$ cat config.mk
export PLATFORM = sky130hd
export DESIGN_NAME = dcc_top
export DESIGN_NICKNAME = d
export VERILOG_FILES = /design/src/inc/dcc_pkg.sv /design/src/core/dcc_buf.sv /design/src/core/dcc_top.sv
export SDC_FILE = /design/constraint.sdc
export NUM_CORES = 1
export LEC_CHECK = 0
export ABC_CLOCK_PERIOD_IN_PS = 9050
export BUFFER_PORTS_ARGS = -buffer_cell sky130_fd_sc_hd__buf_2
export CORE_MARGIN = 2
export CORE_UTILIZATION = 50
export CTS_BUF_LIST = sky130_fd_sc_hd__clkbuf_4 sky130_fd_sc_hd__clkbuf_8
export CTS_CLUSTER_DIAMETER = 150
export DETAILED_ROUTE_END_ITERATION = 12
export PLACE_DENSITY = 0.77
export SYNTH_ARGS = -nofsm -noshare
export SYNTH_HDL_FRONTEND = slang
export SYNTH_HIERARCHICAL = 1
export SYNTH_SLANG_ARGS = --single-unit
$ cat constraint.sdc
create_clock -name CLK_I -period 9.05 [get_ports CLK_I]
set_input_delay 1.3575 -clock CLK_I [delete_from_list [all_inputs] [get_ports CLK_I]]
set_output_delay 1.3575 -clock CLK_I [all_outputs]
set_load 0.02 [all_outputs]
$ cat src/inc/dcc_pkg.sv
// shared constants and helpers for the debug comms channel
package dcc_pkg;

  // data path width of both mailboxes
  localparam int DATA_W = 32;

  // coprocessor number and register selects seen by the core
  localparam logic [3:0] CP_NUM_COMMS = 4'hE;
  localparam logic [3:0] CRN_CTRL     = 4'h0;
  localparam logic [3:0] CRN_DATA     = 4'h1;

  // handshake control word layout
  localparam int CTRL_R_BIT   = 0;
  localparam int CTRL_W_BIT   = 1;
  localparam int CTRL_VER_LSB = 28;
  localparam int CTRL_VER_W   = 4;

  // version pattern, value is arbitrary
  localparam logic [CTRL_VER_W-1:0] VERSION_ID = 4'h5;

  // scan frame layout: data, then address, then write flag
  localparam int SCAN_LEN     = 35;
  localparam int SCAN_ADDR_LSB = 32;
  localparam int SCAN_RW_BIT  = 34;
  localparam int SCAN_CNT_W   = 6;
  localparam logic [1:0] SCAN_ADDR_CTRL = 2'h0;
  localparam logic [1:0] SCAN_ADDR_DATA = 2'h1;

  // outbound buffer depth
  localparam int BUF_DEPTH = 2;

  // values after reset
  localparam logic R_FLAG_RST = 1'b0;
  localparam logic W_FLAG_RST = 1'b0;
  localparam logic INT_EN_RST = 1'b1;
  localparam logic LOW_PWR_RST = 1'b1;
  localparam logic [DATA_W-1:0] DATA_RST = 32'h00000000;

  // build the handshake control word from the two flags
  function automatic logic [DATA_W-1:0] ctrl_word(input logic w,
                                                   input logic r);
    logic [DATA_W-1:0] v;
    v = DATA_RST;
    v[CTRL_VER_LSB +: CTRL_VER_W] = VERSION_ID;
    v[CTRL_W_BIT] = w;
    v[CTRL_R_BIT] = r;
    return v;
  endfunction

endpackage

$ cat src/core/dcc_buf.sv
// small valid/ready buffer for outbound words
`timescale 1ns/10ps
module dcc_buf #(
  parameter int WIDTH = 32,
  parameter int DEPTH = 2
) (
  input  wire logic             clk_i,
  input  wire logic             srst_i,
  input  wire logic             in_valid_i,
  input  wire logic [WIDTH-1:0] in_data_i,
  output logic                  in_ready_o,
  output logic                  out_valid_o,
  output logic      [WIDTH-1:0] out_data_o,
  input  wire logic             out_ready_i
);

  localparam int AW = (DEPTH > 1) ? $clog2(DEPTH) : 1;

  logic [WIDTH-1:0] mem_ff [DEPTH];
  logic [AW-1:0]    wr_ptr_ff;
  logic [AW-1:0]    rd_ptr_ff;
  logic [AW:0]      cnt_ff;
  logic [AW:0]      nxt_cnt;
  logic             push;
  logic             pop;

  // advance a pointer with wrap at the depth
  function automatic logic [AW-1:0] step(input logic [AW-1:0] p);
    if (p == AW'(DEPTH - 1))
      return '0;
    else
      return p + AW'(1);
  endfunction

  // handshakes on both sides
  assign push = in_valid_i & in_ready_o;
  assign pop  = out_valid_o & out_ready_i;
  assign nxt_cnt = cnt_ff + (AW+1)'(push) - (AW+1)'(pop);
  assign out_data_o = mem_ff[rd_ptr_ff];

  // storage written on push
  always_ff @(posedge clk_i)
  begin
    if (push)
      mem_ff[wr_ptr_ff] <= in_data_i;
  end

  // pointers, count and registered flags
  always_ff @(posedge clk_i)
  begin
    if (srst_i)
    begin
      wr_ptr_ff   <= '0;
      rd_ptr_ff   <= '0;
      cnt_ff      <= '0;
      in_ready_o  <= 1'b1;
      out_valid_o <= 1'b0;
    end
    else
    begin
      if (push)
        wr_ptr_ff <= step(wr_ptr_ff);
      if (pop)
        rd_ptr_ff <= step(rd_ptr_ff);
      cnt_ff      <= nxt_cnt;
      in_ready_o  <= nxt_cnt < (AW+1)'(DEPTH); // honest full
      out_valid_o <= nxt_cnt != '0;            // honest empty
    end
  end

endmodule

$ cat src/core/dcc_top.sv
// debug comms channel with disable gating and condition sampling
// Contract
// - with debug disabled, breakpoint, halt request and ack low, irq on.
// - with debug disabled, the unit idles in a low-power mode.
// - external condition inputs are sampled on the core clock fall.
// - channel has 32-bit inbound, 32-bit outbound, 6-bit control.
// - control register is read-only, top nibble holds a version.
// - control bit 1 shows outbound register holds unread data.
// - control bit 0 shows inbound register holds uncollected data.
// - processor write to outbound data sets the write-full flag.
// - debugger read of outbound data pops one word; write-full clears once none remain.
// - debugger write of inbound data sets the read-full flag.
// - processor read of inbound data clears the read-full flag.
// - debugger sees both flags synchronised to the test clock.
// - processor sees read-full synchronised to the core clock.
// - core reaches channel as coprocessor 14, C0 control, C1 data.
`timescale 1ns/10ps
module dcc_top #(
  parameter int DATA_W    = dcc_pkg::DATA_W,
  parameter int BUF_DEPTH = dcc_pkg::BUF_DEPTH
) (
  input  wire logic              CLK_I,
  input  wire logic              SRST_I,
  input  wire logic              DEBUG_UNIT_ENABLE_I,
  input  wire logic              BKPT_IN_I,
  input  wire logic              HALT_REQ_IN_I,
  input  wire logic              HALT_ACK_IN_I,
  input  wire logic              INT_EN_IN_I,
  output logic                   BREAKPOINT_REQUEST_O,
  output logic                   HALT_REQUEST_O,
  output logic                   HALT_ACKNOWLEDGE_O,
  output logic                   CORE_INTERRUPT_ENABLE_O,
  output logic                   LOW_POWER_O,
  input  wire logic [1:0]        EXTERNAL_CONDITION_I,
  output logic      [1:0]        EXTERNAL_CONDITION_O,
  input  wire logic              COPROC_READ_TRANSFER_I,
  input  wire logic              COPROC_WRITE_TRANSFER_I,
  input  wire logic [3:0]        COPROC_NUM_I,
  input  wire logic [3:0]        COPROC_CRN_I,
  input  wire logic [DATA_W-1:0] COPROC_WDATA_I,
  output logic      [DATA_W-1:0] COPROC_RDATA_O,
  output logic                   COPROC_ACK_O,
  output logic                   COPROC_WR_READY_O,
  input  wire logic              SCAN_TCK_I,
  input  wire logic              SCAN_SEL_I,
  input  wire logic              SCAN_TDI_I,
  output logic                   SCAN_TDO_O
);

  localparam int SL = dcc_pkg::SCAN_LEN;
  localparam int CW = dcc_pkg::SCAN_CNT_W;

  // pin synchronisers
  logic [1:0]        en_sync_ff;
  logic [1:0]        tck_sync_ff;
  logic [1:0]        sel_sync_ff;
  logic [1:0]        tdi_sync_ff;
  logic              tck_d_ff;
  logic              sel_d_ff;
  logic              ext_neg_ff0;
  logic              ext_neg_ff1;

  // channel state
  logic [DATA_W-1:0] inbound_ff;
  logic              r_ff;
  logic              cp_r_ff;
  logic              dbg_w_ff;
  logic              dbg_r_ff;
  logic [SL-1:0]     shreg_ff;
  logic [CW-1:0]     bitcnt_ff;
  logic [SL-1:0]     nxt_load;

  // decode terms
  logic              debug_en;
  logic              tck_rise;
  logic              sel_fall;
  logic              frame_done;
  logic              cp_sel;
  logic              cp_rd_ctrl;
  logic              cp_rd_data;
  logic              cp_wr_data;
  logic              scan_wr;
  logic              scan_rd;
  logic [1:0]        scan_addr;
  logic              scan_wr_data;
  logic              scan_rd_data;
  logic              scan_rd_ctrl;

  // outbound buffer signals
  logic              buf_valid;
  logic [DATA_W-1:0] buf_data;

  // two-stage sampling of the enable and scan pin inputs
  // pins are asynchronous, only the second stage is read
  always_ff @(posedge CLK_I)
  begin
    if (SRST_I)
    begin
      en_sync_ff  <= 2'h0;
      tck_sync_ff <= 2'h0;
      sel_sync_ff <= 2'h0;
      tdi_sync_ff <= 2'h0;
    end
    else
    begin
      en_sync_ff  <= {en_sync_ff[0], DEBUG_UNIT_ENABLE_I};
      tck_sync_ff <= {tck_sync_ff[0], SCAN_TCK_I};
      sel_sync_ff <= {sel_sync_ff[0], SCAN_SEL_I};
      tdi_sync_ff <= {tdi_sync_ff[0], SCAN_TDI_I};
    end
  end

  // delayed copies for edge finding on the scan pins
  always_ff @(posedge CLK_I)
  begin
    if (SRST_I)
    begin
      tck_d_ff <= 1'b0;
      sel_d_ff <= 1'b0;
    end
    else
    begin
      tck_d_ff <= tck_sync_ff[1];
      sel_d_ff <= sel_sync_ff[1];
    end
  end

  assign debug_en = en_sync_ff[1];
  assign tck_rise = tck_sync_ff[1] & ~tck_d_ff;
  assign sel_fall = ~sel_sync_ff[1] & sel_d_ff;

  // condition inputs caught on the falling clock edge
  always_ff @(negedge CLK_I)
  begin
    if (SRST_I)
      ext_neg_ff0 <= 1'b0;
    else
      ext_neg_ff0 <= EXTERNAL_CONDITION_I[0];
  end

  always_ff @(negedge CLK_I)
  begin
    if (SRST_I)
      ext_neg_ff1 <= 1'b0;
    else
      ext_neg_ff1 <= EXTERNAL_CONDITION_I[1];
  end

  // second stage back on the rising edge
  // with the falling-edge flop this forms the pin synchroniser
  always_ff @(posedge CLK_I)
  begin
    if (SRST_I)
      EXTERNAL_CONDITION_O <= 2'h0;
    else
      EXTERNAL_CONDITION_O <= {ext_neg_ff1, ext_neg_ff0};
  end

  // core-facing debug lines, forced when the unit is disabled
  always_ff @(posedge CLK_I)
  begin
    if (SRST_I)
    begin
      BREAKPOINT_REQUEST_O    <= 1'b0;
      HALT_REQUEST_O          <= 1'b0;
      HALT_ACKNOWLEDGE_O      <= 1'b0;
      CORE_INTERRUPT_ENABLE_O <= dcc_pkg::INT_EN_RST;
    end
    else
    begin
      BREAKPOINT_REQUEST_O    <= debug_en & BKPT_IN_I;
      HALT_REQUEST_O          <= debug_en & HALT_REQ_IN_I;
      HALT_ACKNOWLEDGE_O      <= debug_en & HALT_ACK_IN_I;
      CORE_INTERRUPT_ENABLE_O <= ~debug_en | INT_EN_IN_I;
    end
  end

  // low-power indication is the inverse of the enable
  // the gated outputs above stay still while this is high
  always_ff @(posedge CLK_I)
  begin
    if (SRST_I)
      LOW_POWER_O <= dcc_pkg::LOW_PWR_RST;
    else
      LOW_POWER_O <= ~debug_en;
  end

  // one strobe aimed at one coprocessor register
  function automatic logic cp_match(input logic       strobe,
                                    input logic [3:0] crn,
                                    input logic [3:0] want);
    return strobe & (crn == want);
  endfunction

  // coprocessor transfer decode, nothing taken while disabled
  assign cp_sel = debug_en & (COPROC_NUM_I == dcc_pkg::CP_NUM_COMMS);
  assign cp_rd_ctrl = cp_sel & cp_match(COPROC_READ_TRANSFER_I,
                      COPROC_CRN_I, dcc_pkg::CRN_CTRL);
  assign cp_rd_data = cp_sel & cp_match(COPROC_READ_TRANSFER_I,
                      COPROC_CRN_I, dcc_pkg::CRN_DATA);
  assign cp_wr_data = cp_sel & cp_match(COPROC_WRITE_TRANSFER_I,
                      COPROC_CRN_I, dcc_pkg::CRN_DATA);

  // scan frame decode at the end of a full-length frame
  assign frame_done = debug_en & sel_fall
                      & (bitcnt_ff == CW'(SL));
  assign scan_wr    = frame_done & shreg_ff[dcc_pkg::SCAN_RW_BIT];
  assign scan_rd    = frame_done & ~shreg_ff[dcc_pkg::SCAN_RW_BIT];
  assign scan_addr  = shreg_ff[dcc_pkg::SCAN_ADDR_LSB +: 2];
  // a deposit into a still-full inbound register is dropped
  assign scan_wr_data = scan_wr & (scan_addr == dcc_pkg::SCAN_ADDR_DATA)
                        & ~r_ff;
  assign scan_rd_data = scan_rd & (scan_addr == dcc_pkg::SCAN_ADDR_DATA);
  assign scan_rd_ctrl = scan_rd & (scan_addr == dcc_pkg::SCAN_ADDR_CTRL);

  // outbound path: write-full is the buffer holding any word
  // a write while full is still answered, but its word is dropped
  dcc_buf #(
    .WIDTH (DATA_W),
    .DEPTH (BUF_DEPTH)
  ) u_outbound (
    .clk_i       (CLK_I),
    .srst_i      (SRST_I),
    .in_valid_i  (cp_wr_data),
    .in_data_i   (COPROC_WDATA_I),
    .in_ready_o  (COPROC_WR_READY_O),
    .out_valid_o (buf_valid),
    .out_data_o  (buf_data),
    .out_ready_i (scan_rd_data)
  );

  // inbound data register filled from the scan chain
  always_ff @(posedge CLK_I)
  begin
    if (SRST_I)
      inbound_ff <= dcc_pkg::DATA_RST;
    else if (scan_wr_data)
      inbound_ff <= shreg_ff[DATA_W-1:0];
  end

  // read-full flag, a deposit wins over a same-cycle collect
  always_ff @(posedge CLK_I)
  begin
    if (SRST_I)
      r_ff <= dcc_pkg::R_FLAG_RST;
    else if (scan_wr_data)
      r_ff <= 1'b1;
    else if (cp_rd_data)
      r_ff <= 1'b0;
  end

  // core-clock copy of read-full for the processor
  // one stage suffices, the flag already lives on the core clock
  always_ff @(posedge CLK_I)
  begin
    if (SRST_I)
      cp_r_ff <= dcc_pkg::R_FLAG_RST;
    else
      cp_r_ff <= r_ff;
  end

  // test-clock copies of both flags for the debugger
  // taken only at a test clock rise, so they change with each shift and hold between rises
  always_ff @(posedge CLK_I)
  begin
    if (SRST_I)
    begin
      dbg_w_ff <= dcc_pkg::W_FLAG_RST;
      dbg_r_ff <= dcc_pkg::R_FLAG_RST;
    end
    else if (tck_rise)
    begin
      dbg_w_ff <= buf_valid;
      dbg_r_ff <= r_ff;
    end
  end

  // word loaded into the chain for shifting out in the next frame
  always_comb
  begin
    nxt_load = '0;
    if (scan_rd_ctrl)
      nxt_load[DATA_W-1:0] = dcc_pkg::ctrl_word(dbg_w_ff, dbg_r_ff);
    else if (scan_rd_data && buf_valid)
      nxt_load[DATA_W-1:0] = buf_data;
  end

  // scan shift register, frozen while the unit is disabled
  // bit 0 of a loaded word waits on the output before the first rise
  always_ff @(posedge CLK_I)
  begin
    if (SRST_I)
    begin
      shreg_ff   <= '0;
      bitcnt_ff  <= '0;
      SCAN_TDO_O <= 1'b0;
    end
    else if (debug_en)
    begin
      if (frame_done)
      begin
        shreg_ff   <= nxt_load;
        SCAN_TDO_O <= nxt_load[0];
        bitcnt_ff  <= '0;
      end
      else if (sel_fall)
        bitcnt_ff <= '0; // short or long frame discarded
      else if (tck_rise && sel_sync_ff[1])
      begin
        shreg_ff   <= {tdi_sync_ff[1], shreg_ff[SL-1:1]};
        SCAN_TDO_O <= shreg_ff[1];
        if (bitcnt_ff != '1)
          bitcnt_ff <= bitcnt_ff + CW'(1);
      end
    end
  end

  // processor read data and acknowledge
  // data reads as zero outside the answer cycle
  always_ff @(posedge CLK_I)
  begin
    if (SRST_I)
    begin
      COPROC_RDATA_O <= dcc_pkg::DATA_RST;
      COPROC_ACK_O   <= 1'b0;
    end
    else
    begin
      COPROC_ACK_O <= cp_rd_ctrl | cp_rd_data | cp_wr_data;
      if (cp_rd_ctrl)
        COPROC_RDATA_O <= dcc_pkg::ctrl_word(buf_valid, cp_r_ff);
      else if (cp_rd_data)
        COPROC_RDATA_O <= inbound_ff;
      else
        COPROC_RDATA_O <= dcc_pkg::DATA_RST;
    end
  end

endmodule

==> results of run 1 <==
cell usage after synthesis, types with 10 or more instances:
cell        n
nor2_1     79
dfxtp_1   136
nand2_1    35
edfxtp_1   64
a211oi_2   20
a211oi_1   10
mux2i_1    36
clkbuf_1   22
o21ai_0    30
mux2_2     31
and2_1     32
nor2b_1    20
routing by layer:
metal  track usage, %  up-vias  part of all wire [%]
li1                 -     2285                     -
met1             22.0     2198                    44
met2             31.0       96                    50
met3             4.84       26                   3.6
met4             7.84        2                   2.0
met5                0        -                 0.095
how the worst max path moves through the flow:
stage,endpoint,depth (start not counted),slack [ps],from
after global placement,ext_neg_ff0,2,2090,SRST_I
after global routing,ext_neg_ff1,2,2420,SRST_I
after floorplan,ext_neg_ff0,3,2460,SRST_I
after CTS,ext_neg_ff1,2,2530,SRST_I
after detailed placement,ext_neg_ff1,2,2040,SRST_I
final,ext_neg_ff1,2,2520,SRST_I
kinds of logic after synthesis:
group	after synthesis	synth area share, %
compound gates	86	9.08
xor+xnor	7	0.835
fa+ha+maj	2	0.341
buf+inv	40	2.51
flops	200	63.3
mux	71	10.3
simple gates	198	13.7
flip-flops by register name (all words and copies together), names as in the netlist, 2 cells and up, named ones only:
signal and cells:
u_outbound/mem_ff 64, en_sync_ff 2, COPROC_RDATA_O 32, bitcnt_ff 6
shreg_ff 35, inbound_ff 32, sel_sync_ff 2, tdi_sync_ff 2
u_outbound/cnt_ff 2, EXTERNAL_CONDITION_O 2, tck_sync_ff 2
cell type report:
| cell class | count | share of cell area [%] |
|---|---|---|
| inverter | 5 | 0.226 |
| multi-input combinational | 364 | 30.5 |
| sequential | 200 | 55.9 |
| clock inverter | 16 | 1.35 |
| tap | 184 | 2.77 |
| timing repair buffer | 102 | 6.38 |
| clock buffer | 18 | 2.90 |
where the power goes:
part	total, uW	internal (uW)	switching [uW]	leakage (uW)
clock network	513	218	295	0.000197
logic	28.2	11.8	16.5	0.00146
registers	928	927	1.65	0.00167
per-stage QoR:
step                util [%]  total power [uW]  area (um2)  setup slack (ps)  hold slack (ps)
floorplan                  -               963        7340              2460              414
global placement        55.2               978        7960              2090              421
detailed placement      55.2               980        7960              2040              427
CTS                     57.6              1480        8310              2530              454
global route            57.6              1530        8310              2420              478
finish                  57.6              1470        8310              2520              452
==> impl_metrics.json, run 1 <==
{
  "status": "completed",
  "crit_slowest_cell": "buf_4",
  "ys_ff_latch": 200,
  "timing_hold_violations_final": 0,
  "ys_seq_area_share_pct": 63.3,
  "num_io_pins": 96,
  "worstHoldStart": "en_sync_ff[0]",
  "syn-num-nets": 660,
  "clkSinkCount": 200,
  "area_delta_synth_final_pct": 13.2,
  "antennaDiodeCount": 0,
  "crit_chain": "buf_4, nor2b_1",
  "drtAntennaViolNets": 0,
  "hold_path_depth": 1,
  "reg2reg_slack_ps": 3960,
  "synth_top_cell_by_area": "dfxtp_1",
  "grt_pass1_vias": 4734,
  "synth_warnings": 6,
  "cp_top_family": "buffers and inverters",
  "fin_worst_skew_ps": 13.6,
  "power.density_nw_per_um2": 177,
  "relSlewSlack_pct": 25.4,
  "postCtsHoldBufs": 0,
  "start_util_pct": 50.9,
  "multiInputGateArea_um2": 2530,
  "finalSetupTns_ps": 0,
  "cp.required_ps": 4820,
  "first_pass_iters": 5,
  "worstHoldPathType": "reg2reg",
  "cts_root_buf": "clkbuf_8",
  "hpwl_um": 8750,
  "cp-start-kind": "input pin",
  "grt_pass1_wl_um": 22900,
  "worst_pin_slew_ps": 1120,
  "gr-total-overflow": 0,
  "n_fill_cell": 1204,
  "max_stage_delay_ps": 810,
  "syn-cell-area_um2": 7340,
  "grt_max_degree": 100,
  "regArea_um2": 4640,
  "drive_above_1_share_pct": 27.4,
  "clkTransAtPathRegs_ps": 90,
  "dieHeight_um": 125,
  "nets": 748,
  "dieWidth_um": 125,
  "final_max_slew_viol_count": 0,
  "row_count": 44,
  "path_buf_inv": 1,
  "wire_per_inst_um": 15.4,
  "port_buffers": 95,
  "leakage_uw": 0.00333,
  "critPathKind": "in2reg",
  "vias": 4607,
  "fp.coreArea_um2": 14400,
  "drt_iter0_drc": 330,
  "cts_buffers": 17,
  "synth_top_area_share_pct": 37.1,
  "track_usage_pct": 18.3,
  "fin_cells": 889,
  "antenna_found_initial": 1,
  "cts_tree": "yes",
  "yosys_most_used_dff": "dfxtp_1",
  "r2r-start": "ext_neg_ff1",
  "clk_latency_ps": 460,
  "vdd_ir_drop_max_v": 0.000107,
  "whs_endpoint": "en_sync_ff[1]",
  "critPathCaptureType": "register",
  "final_cell_mix": "dfxtp_1 (136), buf_2 (94), nor2_1 (79)",
  "synthDistinctLibCells": 52,
  "gp_congestion": 0.770,
  "finalSetupViolations": 0,
  "avgViaCountPerCell": 5.18,
  "rr_endpoint": "EXTERNAL_CONDITION_O[1]",
  "dieArea_um2": 15700,
  "htree_levels": 4,
  "post-place-cells": 856,
  "rsz0062_at_grt": "false",
  "cts_setup_buffers": 0,
  "drc_errors": 0,
  "synth_cells": 604,
  "final_common_cell": "dfxtp_1",
  "synth_edf_count": 64,
  "max_cap_viol_count": 0,
  "routed_wl_um": 13700,
  "synthTopCellsByArea": "dfxtp_1 (37%), edfxtp_1 (26%), mux2i_1 (4.9%)",
  "r2r_cells": 1,
  "synth_area_per_cell_um2": 12.2,
  "worstPathArrival_ps": 2300,
  "clk_path_buf_depth": 2,
  "synthArstFlopShare_pct": 0,
  "crit_fanout": 99,
  "cts_resized": 0
}
Power figures use the tool's default switching activity.
==> inputs of run 2 (changes only) <==
--- a/config.mk
+++ b/config.mk
@@ -5,7 +5,7 @@
 export SDC_FILE = /design/constraint.sdc
 export NUM_CORES = 1
 export LEC_CHECK = 0
-export ABC_CLOCK_PERIOD_IN_PS = 9050
+export ABC_CLOCK_PERIOD_IN_PS = 6500
 export BUFFER_PORTS_ARGS = -buffer_cell sky130_fd_sc_hd__buf_2
 export CORE_MARGIN = 2
 export CORE_UTILIZATION = 50
==> constraint.sdc (replaced) <==
create_clock -name CLK_I -period 6.5 [get_ports CLK_I]
set_input_delay 0.975 -clock CLK_I [delete_from_list [all_inputs] [get_ports CLK_I]]
set_output_delay 0.975 -clock CLK_I [all_outputs]
set_load 0.02 [all_outputs]
==> impl_metrics.json, run 2 (synthesized netlist as in run 1, its figures left out) <==
{
  "status": "completed",
  "grt_pass1_wl_um": 22500,
  "critPathCaptureType": "register",
  "leakage_uw": 0.00336,
  "gr-total-overflow": 0,
  "cts_tree": "yes",
  "row_count": 44,
  "dieWidth_um": 125,
  "track_usage_pct": 17.9,
  "worst_pin_slew_ps": 1120,
  "cp-start-kind": "input pin",
  "placed_area_um2": 7970,
  "cts_resized": 0,
  "grt_max_degree": 55,
  "routed_wl_um": 13700,
  "dieArea_um2": 15700,
  "reg2reg_slack_ps": 2700,
  "cts_setup_buffers": 0,
  "regMostFlops": "u_outbound/mem_ff",
  "worstHoldPathType": "reg2reg",
  "cts_buffers": 17,
  "drt_iter0_drc": 260,
  "crit_chain": "buf_4, nor2b_1",
  "worstPathArrival_ps": 1500,
  "clkSinkCount": 200,
  "relSlewSlack_pct": 25.4,
  "fin_worst_skew_ps": 8.83,
  "dieHeight_um": 125,
  "final_max_slew_viol_count": 0,
  "drc_errors": 0,
  "gp_congestion": 0.795,
  "critPathKind": "in2reg",
  "htree_levels": 4,
  "avgViaCountPerCell": 5.30,
  "cp.required_ps": 3570,
  "largest_register_ffs": 64,
  "reg_top3": "u_outbound/mem_ff (64), shreg_ff (35)",
  "vdd_ir_drop_max_v": 0.000161,
  "antennaDiodeCount": 0,
  "hpwl_um": 8730,
  "grt_pass1_vias": 4724,
  "max_stage_delay_ps": 430,
  "final_common_cell": "dfxtp_1",
  "worst-path-stages": 2,
  "rsz0062_at_grt": "false",
  "rr_endpoint": "EXTERNAL_CONDITION_O[0]",
  "drive_above_1_share_pct": 27.3,
  "cts_root_buf": "clkbuf_8",
  "critPathCapture": "ext_neg_ff1",
  "vias": 4713,
  "r2r_cells": 1,
  "power.density_nw_per_um2": 257,
  "cp_top_family": "buffers and inverters",
  "clk_path_buf_depth": 2,
  "finalSetupTns_ps": 0,
  "path_buf_inv": 1,
  "finalSetupViolations": 0,
  "antenna_found_initial": 0,
  "clkTransAtPathRegs_ps": 90,
  "cp-startpoint": "SRST_I",
  "nets": 749,
  "start_util_pct": 50.9,
  "postCtsHoldBufs": 0,
  "crit_slowest_cell": "buf_4",
  "area_delta_synth_final_pct": 14.4,
  "r2r-start": "ext_neg_ff0",
  "drtAntennaViolNets": 0,
  "finalInstanceArea_um2": 8400,
  "clk_latency_ps": 460,
  "first_pass_iters": 5,
  "timing_hold_violations_final": 0,
  "num_io_pins": 96,
  "crit_fanout": 46,
  "max_cap_viol_count": 0,
  "fp.coreArea_um2": 14400,
  "final_cell_mix": "dfxtp_1 (136), buf_2 (94), nor2_1 (79)",
  "wire_per_inst_um": 15.4,
  "port_buffers": 95
}
run 2: how the worst min path moves through the flow:
| stage | startpoint | to | slack [ps] | depth (start not counted) |
|---|---|---|---|---|
| 2_1_floorplan | en_sync_ff[0] | en_sync_ff[1] | 410 | 1 |
| 3_3_place_gp | en_sync_ff[0] | en_sync_ff[1] | 420 | 1 |
| 3_5_place_dp | en_sync_ff[0] | en_sync_ff[1] | 420 | 1 |
| 5_1_grt | en_sync_ff[0] | en_sync_ff[1] | 460 | 1 |
| 4_1_cts | en_sync_ff[0] | en_sync_ff[1] | 450 | 1 |
| 6_report | en_sync_ff[0] | en_sync_ff[1] | 440 | 1 |
run 2: through the flow:
step           setup WS, ps  util [%]  hold WS [ps]  power [uW]  instances
6_report               2070      58.2           442        2160        890
3_3_place_gp           1630      55.3           422        1360        857
3_5_place_dp           1610      55.3           425        1360        857
4_1_cts                2080      58.2           446        2180        890
2_1_floorplan          1560         -           414        1340        604
5_1_grt                2040      58.2           456        2240        890
run 2: layout make-up:
class / instances / area (um2)
Clock buffer: 18 / 248
Inverter: 5 / 18.8
Fill cell: 1214 / 6020
Sequential cell: 200 / 4640
Tap cell: 184 / 230
Multi-Input combinational cell: 364 / 2530
Clock inverter: 16 / 186
Timing Repair Buffer: 103 / 538
run 2: per-layer routing:
layer / up-vias / global-route usage (%) / routed length [um]
met5: - / 0 / 0
met4: 0 / 7.78 / 290
met3: 26 / 4.28 / 609
met2: 95 / 31.3 / 6970
met1: 2297 / 21.2 / 5840
li1: 2295 / - / -
run 2: report_power, final:
group          switching (uW)  internal [uW]
clock network             404            426
logic                    23.3           16.8
registers                2.22           1290
==> inputs of run 3 (changes only) <==
--- a/config.mk
+++ b/config.mk
@@ -5,14 +5,15 @@
 export SDC_FILE = /design/constraint.sdc
 export NUM_CORES = 1
 export LEC_CHECK = 0
-export ABC_CLOCK_PERIOD_IN_PS = 6500
+export ABC_AREA = 1
+export ABC_CLOCK_PERIOD_IN_PS = 4200
 export BUFFER_PORTS_ARGS = -buffer_cell sky130_fd_sc_hd__buf_2
 export CORE_MARGIN = 2
 export CORE_UTILIZATION = 50
 export CTS_BUF_LIST = sky130_fd_sc_hd__clkbuf_4 sky130_fd_sc_hd__clkbuf_8
 export CTS_CLUSTER_DIAMETER = 150
 export DETAILED_ROUTE_END_ITERATION = 12
-export PLACE_DENSITY = 0.77
+export PLACE_DENSITY = 0.76
 export SYNTH_ARGS = -nofsm -noshare
 export SYNTH_HDL_FRONTEND = slang
 export SYNTH_HIERARCHICAL = 1
==> constraint.sdc (replaced) <==
create_clock -name CLK_I -period 4.2 [get_ports CLK_I]
set_input_delay 0.63 -clock CLK_I [delete_from_list [all_inputs] [get_ports CLK_I]]
set_output_delay 0.63 -clock CLK_I [all_outputs]
set_load 0.02 [all_outputs]
==> impl_metrics.json, run 3 <==
{
  "cts_root_buf": "clkbuf_8",
  "post-place-cells": 956,
  "antennaDiodeCount": 0,
  "drc_errors": 0,
  "finalSetupTns_ps": 0,
  "port_buffers": 95,
  "yosysMostFrequentCell": "dfxtp_1",
  "synthDistinctLibCells": 36,
  "intPower_uw": 2810,
  "cts_resized": 0,
  "grt_max_degree": 46,
  "worstHoldStart": "COPROC_WDATA_I[22]",
  "relSlewSlack_pct": 31.1,
  "hpwl_um": 8730,
  "p_sw_uw": 700,
  "dieHeight_um": 127,
  "critPathKind": "reg2reg",
  "vdd_ir_drop_max_v": 0.000258,
  "max_cap_viol_count": 0,
  "p_seq_share_pct": 57.0,
  "fp.coreArea_um2": 14600,
  "dieWidth_um": 127,
  "status": "completed",
  "ys_ff_latch": 200,
  "crit_fanout": 45,
  "met3_usage_pct": 4.18,
  "ys_seq_area_share_pct": 61.9,
  "cts_setup_buffers": 0,
  "power.density_nw_per_um2": 416,
  "routed_wl_um": 13000,
  "power_frac_comb_pct": 2.0,
  "cts_tree": "yes",
  "first_pass_iters": 4,
  "avgViaCountPerCell": 4.96,
  "gp_congestion": 0.865,
  "reg_top3": "u_outbound/mem_ff (64), shreg_ff (35)",
  "num_io_pins": 96,
  "synthTopCellsByArea": "dfxtp_1 (36%), edfxtp_1 (26%), mux2_4 (6.0%)",
  "clkSinkCount": 200,
  "gr-total-overflow": 0,
  "grt.busiest_layer": "met1",
  "p_sw_share_pct": 19.9,
  "synth_top_cell_by_area": "dfxtp_1",
  "vias": 4902,
  "antenna_found_initial": 0,
  "cts_buffers": 17,
  "critPathCaptureType": "register",
  "largest_register_ffs": 64,
  "syn-cell-area_um2": 7500,
  "p_clk_share_pct": 41.0,
  "fin_worst_skew_ps": 11.2,
  "wire_per_inst_um": 13.2,
  "start_util_pct": 51.4,
  "use_met1_pct": 23.9,
  "grt_pass1_vias": 4414,
  "rsz0062_at_grt": "false",
  "synth_edf_count": 64,
  "fin_crit_sh_pct": 72.7,
  "track_usage_pct": 16.4,
  "finalSetupViolations": 0,
  "dieArea_um2": 16000,
  "nets": 848,
  "synth_commonest_cells": "dfxtp_1 (136), a21oi_1 (74), inv_1 (73)",
  "syn-num-nets": 766,
  "clk_latency_ps": 460,
  "yosys_most_used_dff": "dfxtp_1",
  "fin_crit_ps": 3050,
  "synth_top_area_share_pct": 36.3,
  "postCtsHoldBufs": 0,
  "synth_warnings": 6,
  "gr-usage-met2_pct": 23.5,
  "clk_path_buf_depth": 2,
  "area_delta_synth_final_pct": 12.3,
  "timing_hold_violations_final": 0,
  "leakage_uw": 0.00335,
  "row_count": 44,
  "worst_pin_slew_ps": 1030,
  "r2r-start": "bitcnt_ff[1]",
  "cp-startpoint": "bitcnt_ff[1]",
  "worstPathArrival_ps": 3400,
  "fin_cells": 989,
  "cp-start-kind": "register",
  "drt_iter0_drc": 300,
  "synth_cells": 710,
  "worstHoldPathType": "in2reg",
  "drtAntennaViolNets": 0,
  "synth_area_per_cell_um2": 10.6,
  "max_freq_mhz": 327,
  "final_max_slew_viol_count": 0,
  "regMostFlops": "u_outbound/mem_ff",
  "cp.required_ps": 4540,
  "drive_above_1_share_pct": 23.1,
  "synthArstFlopShare_pct": 0,
  "final_common_cell": "dfxtp_1",
  "htree_levels": 4,
  "clkTransAtPathRegs_ps": 100,
  "final_cell_mix": "dfxtp_1 (135), buf_2 (95), inv_1 (74), a21oi_1 (74), nor2_1 (66)",
  "grt_pass1_wl_um": 21100
}
## run 3: changes by cell type in the layout (fill, tap and decap cells not counted), sizes merged, moves of 30 or more
| cell | change |
|---|---|
| o21ai | +65 |
| inv | +76 |
| a21oi | +69 |
| and2 | -33 |
| mux2i | -36 |
| nand3 | +34 |
| a211oi | -30 |
## run 3: cells by family (layout without fill, tap and decap cells)
kind of cell / count (synthesis) / count (layout) / synth area share, %
multiplexers: 32 / 32 / 6.30
adder cells (fa/ha/maj): 2 / 2 / 0.333
flip-flops: 200 / 200 / 61.9
buffers and inverters: 118 / 213 / 8.40
AO/OA/AOI/OAI: 176 / 176 / 12.0
XOR/XNOR: 1 / 1 / 0.117
AND/OR/NAND/NOR: 181 / 181 / 11.0
## run 3: per-stage QoR
step	setup WS [ps]	area (um2)	hold WS, ps	utilization, %	power (uW)
after floorplan	786	7500	388	-	2080
final	1150	8430	356	57.8	3510
after CTS	1150	8430	333	57.8	3530
after detailed placement	1120	7940	394	54.4	2120
after global routing	761	8430	328	57.8	3630
after global placement	1130	7940	393	54.4	2120
## run 3: per-layer routing
| layer | part of all wire (%) | vias up |
|---|---|---|
| met1 | 49 | 2210 |
| met3 | 6.5 | 17 |
| li1 | - | 2545 |
| met4 | 1.6 | 0 |
| met5 | 0 | - |
| met2 | 43 | 130 |
## run 3: layout make-up
cell class / instances / area, um2
inverters: 77 / 295
clock inverters: 15 / 234
flip-flops and latches: 200 / 4650
repair buffers: 102 / 528
well taps: 184 / 230
multi-input cells: 392 / 2230
fillers: 1216 / 6160
clock buffers: 19 / 262
## run 3: final timing paths
path,depth (start not counted),end,slack [ps]
min reg2reg,2,tck_sync_ff[1],400
max reg2reg,9,inbound_ff[0],1150
min,1,u_outbound/mem_ff[0][22],360
max,9,inbound_ff[0],1150
## run 3: power by group through the flow
stage                     Sequential, uW  Clock [uW]  Combinational [uW]
after global routing                2000        1550                79.0
after CTS                           2000        1460                69.8
final                               2000        1440                69.4
after global placement              2050        4.47                67.9
after floorplan                     2050        4.47                32.0
after detailed placement            2050        4.47                69.4
## run 3: worst max-delay path, stage by stage, from the launching register on
cell and delay (ps):
dfxtp_1 370, ha_1 230, nand2_2 80, nor2_4 130
nand2_4 210, inv_4 340, nand4_2 810, buf_4 530
o21ai_0 160, a21oi_1 50
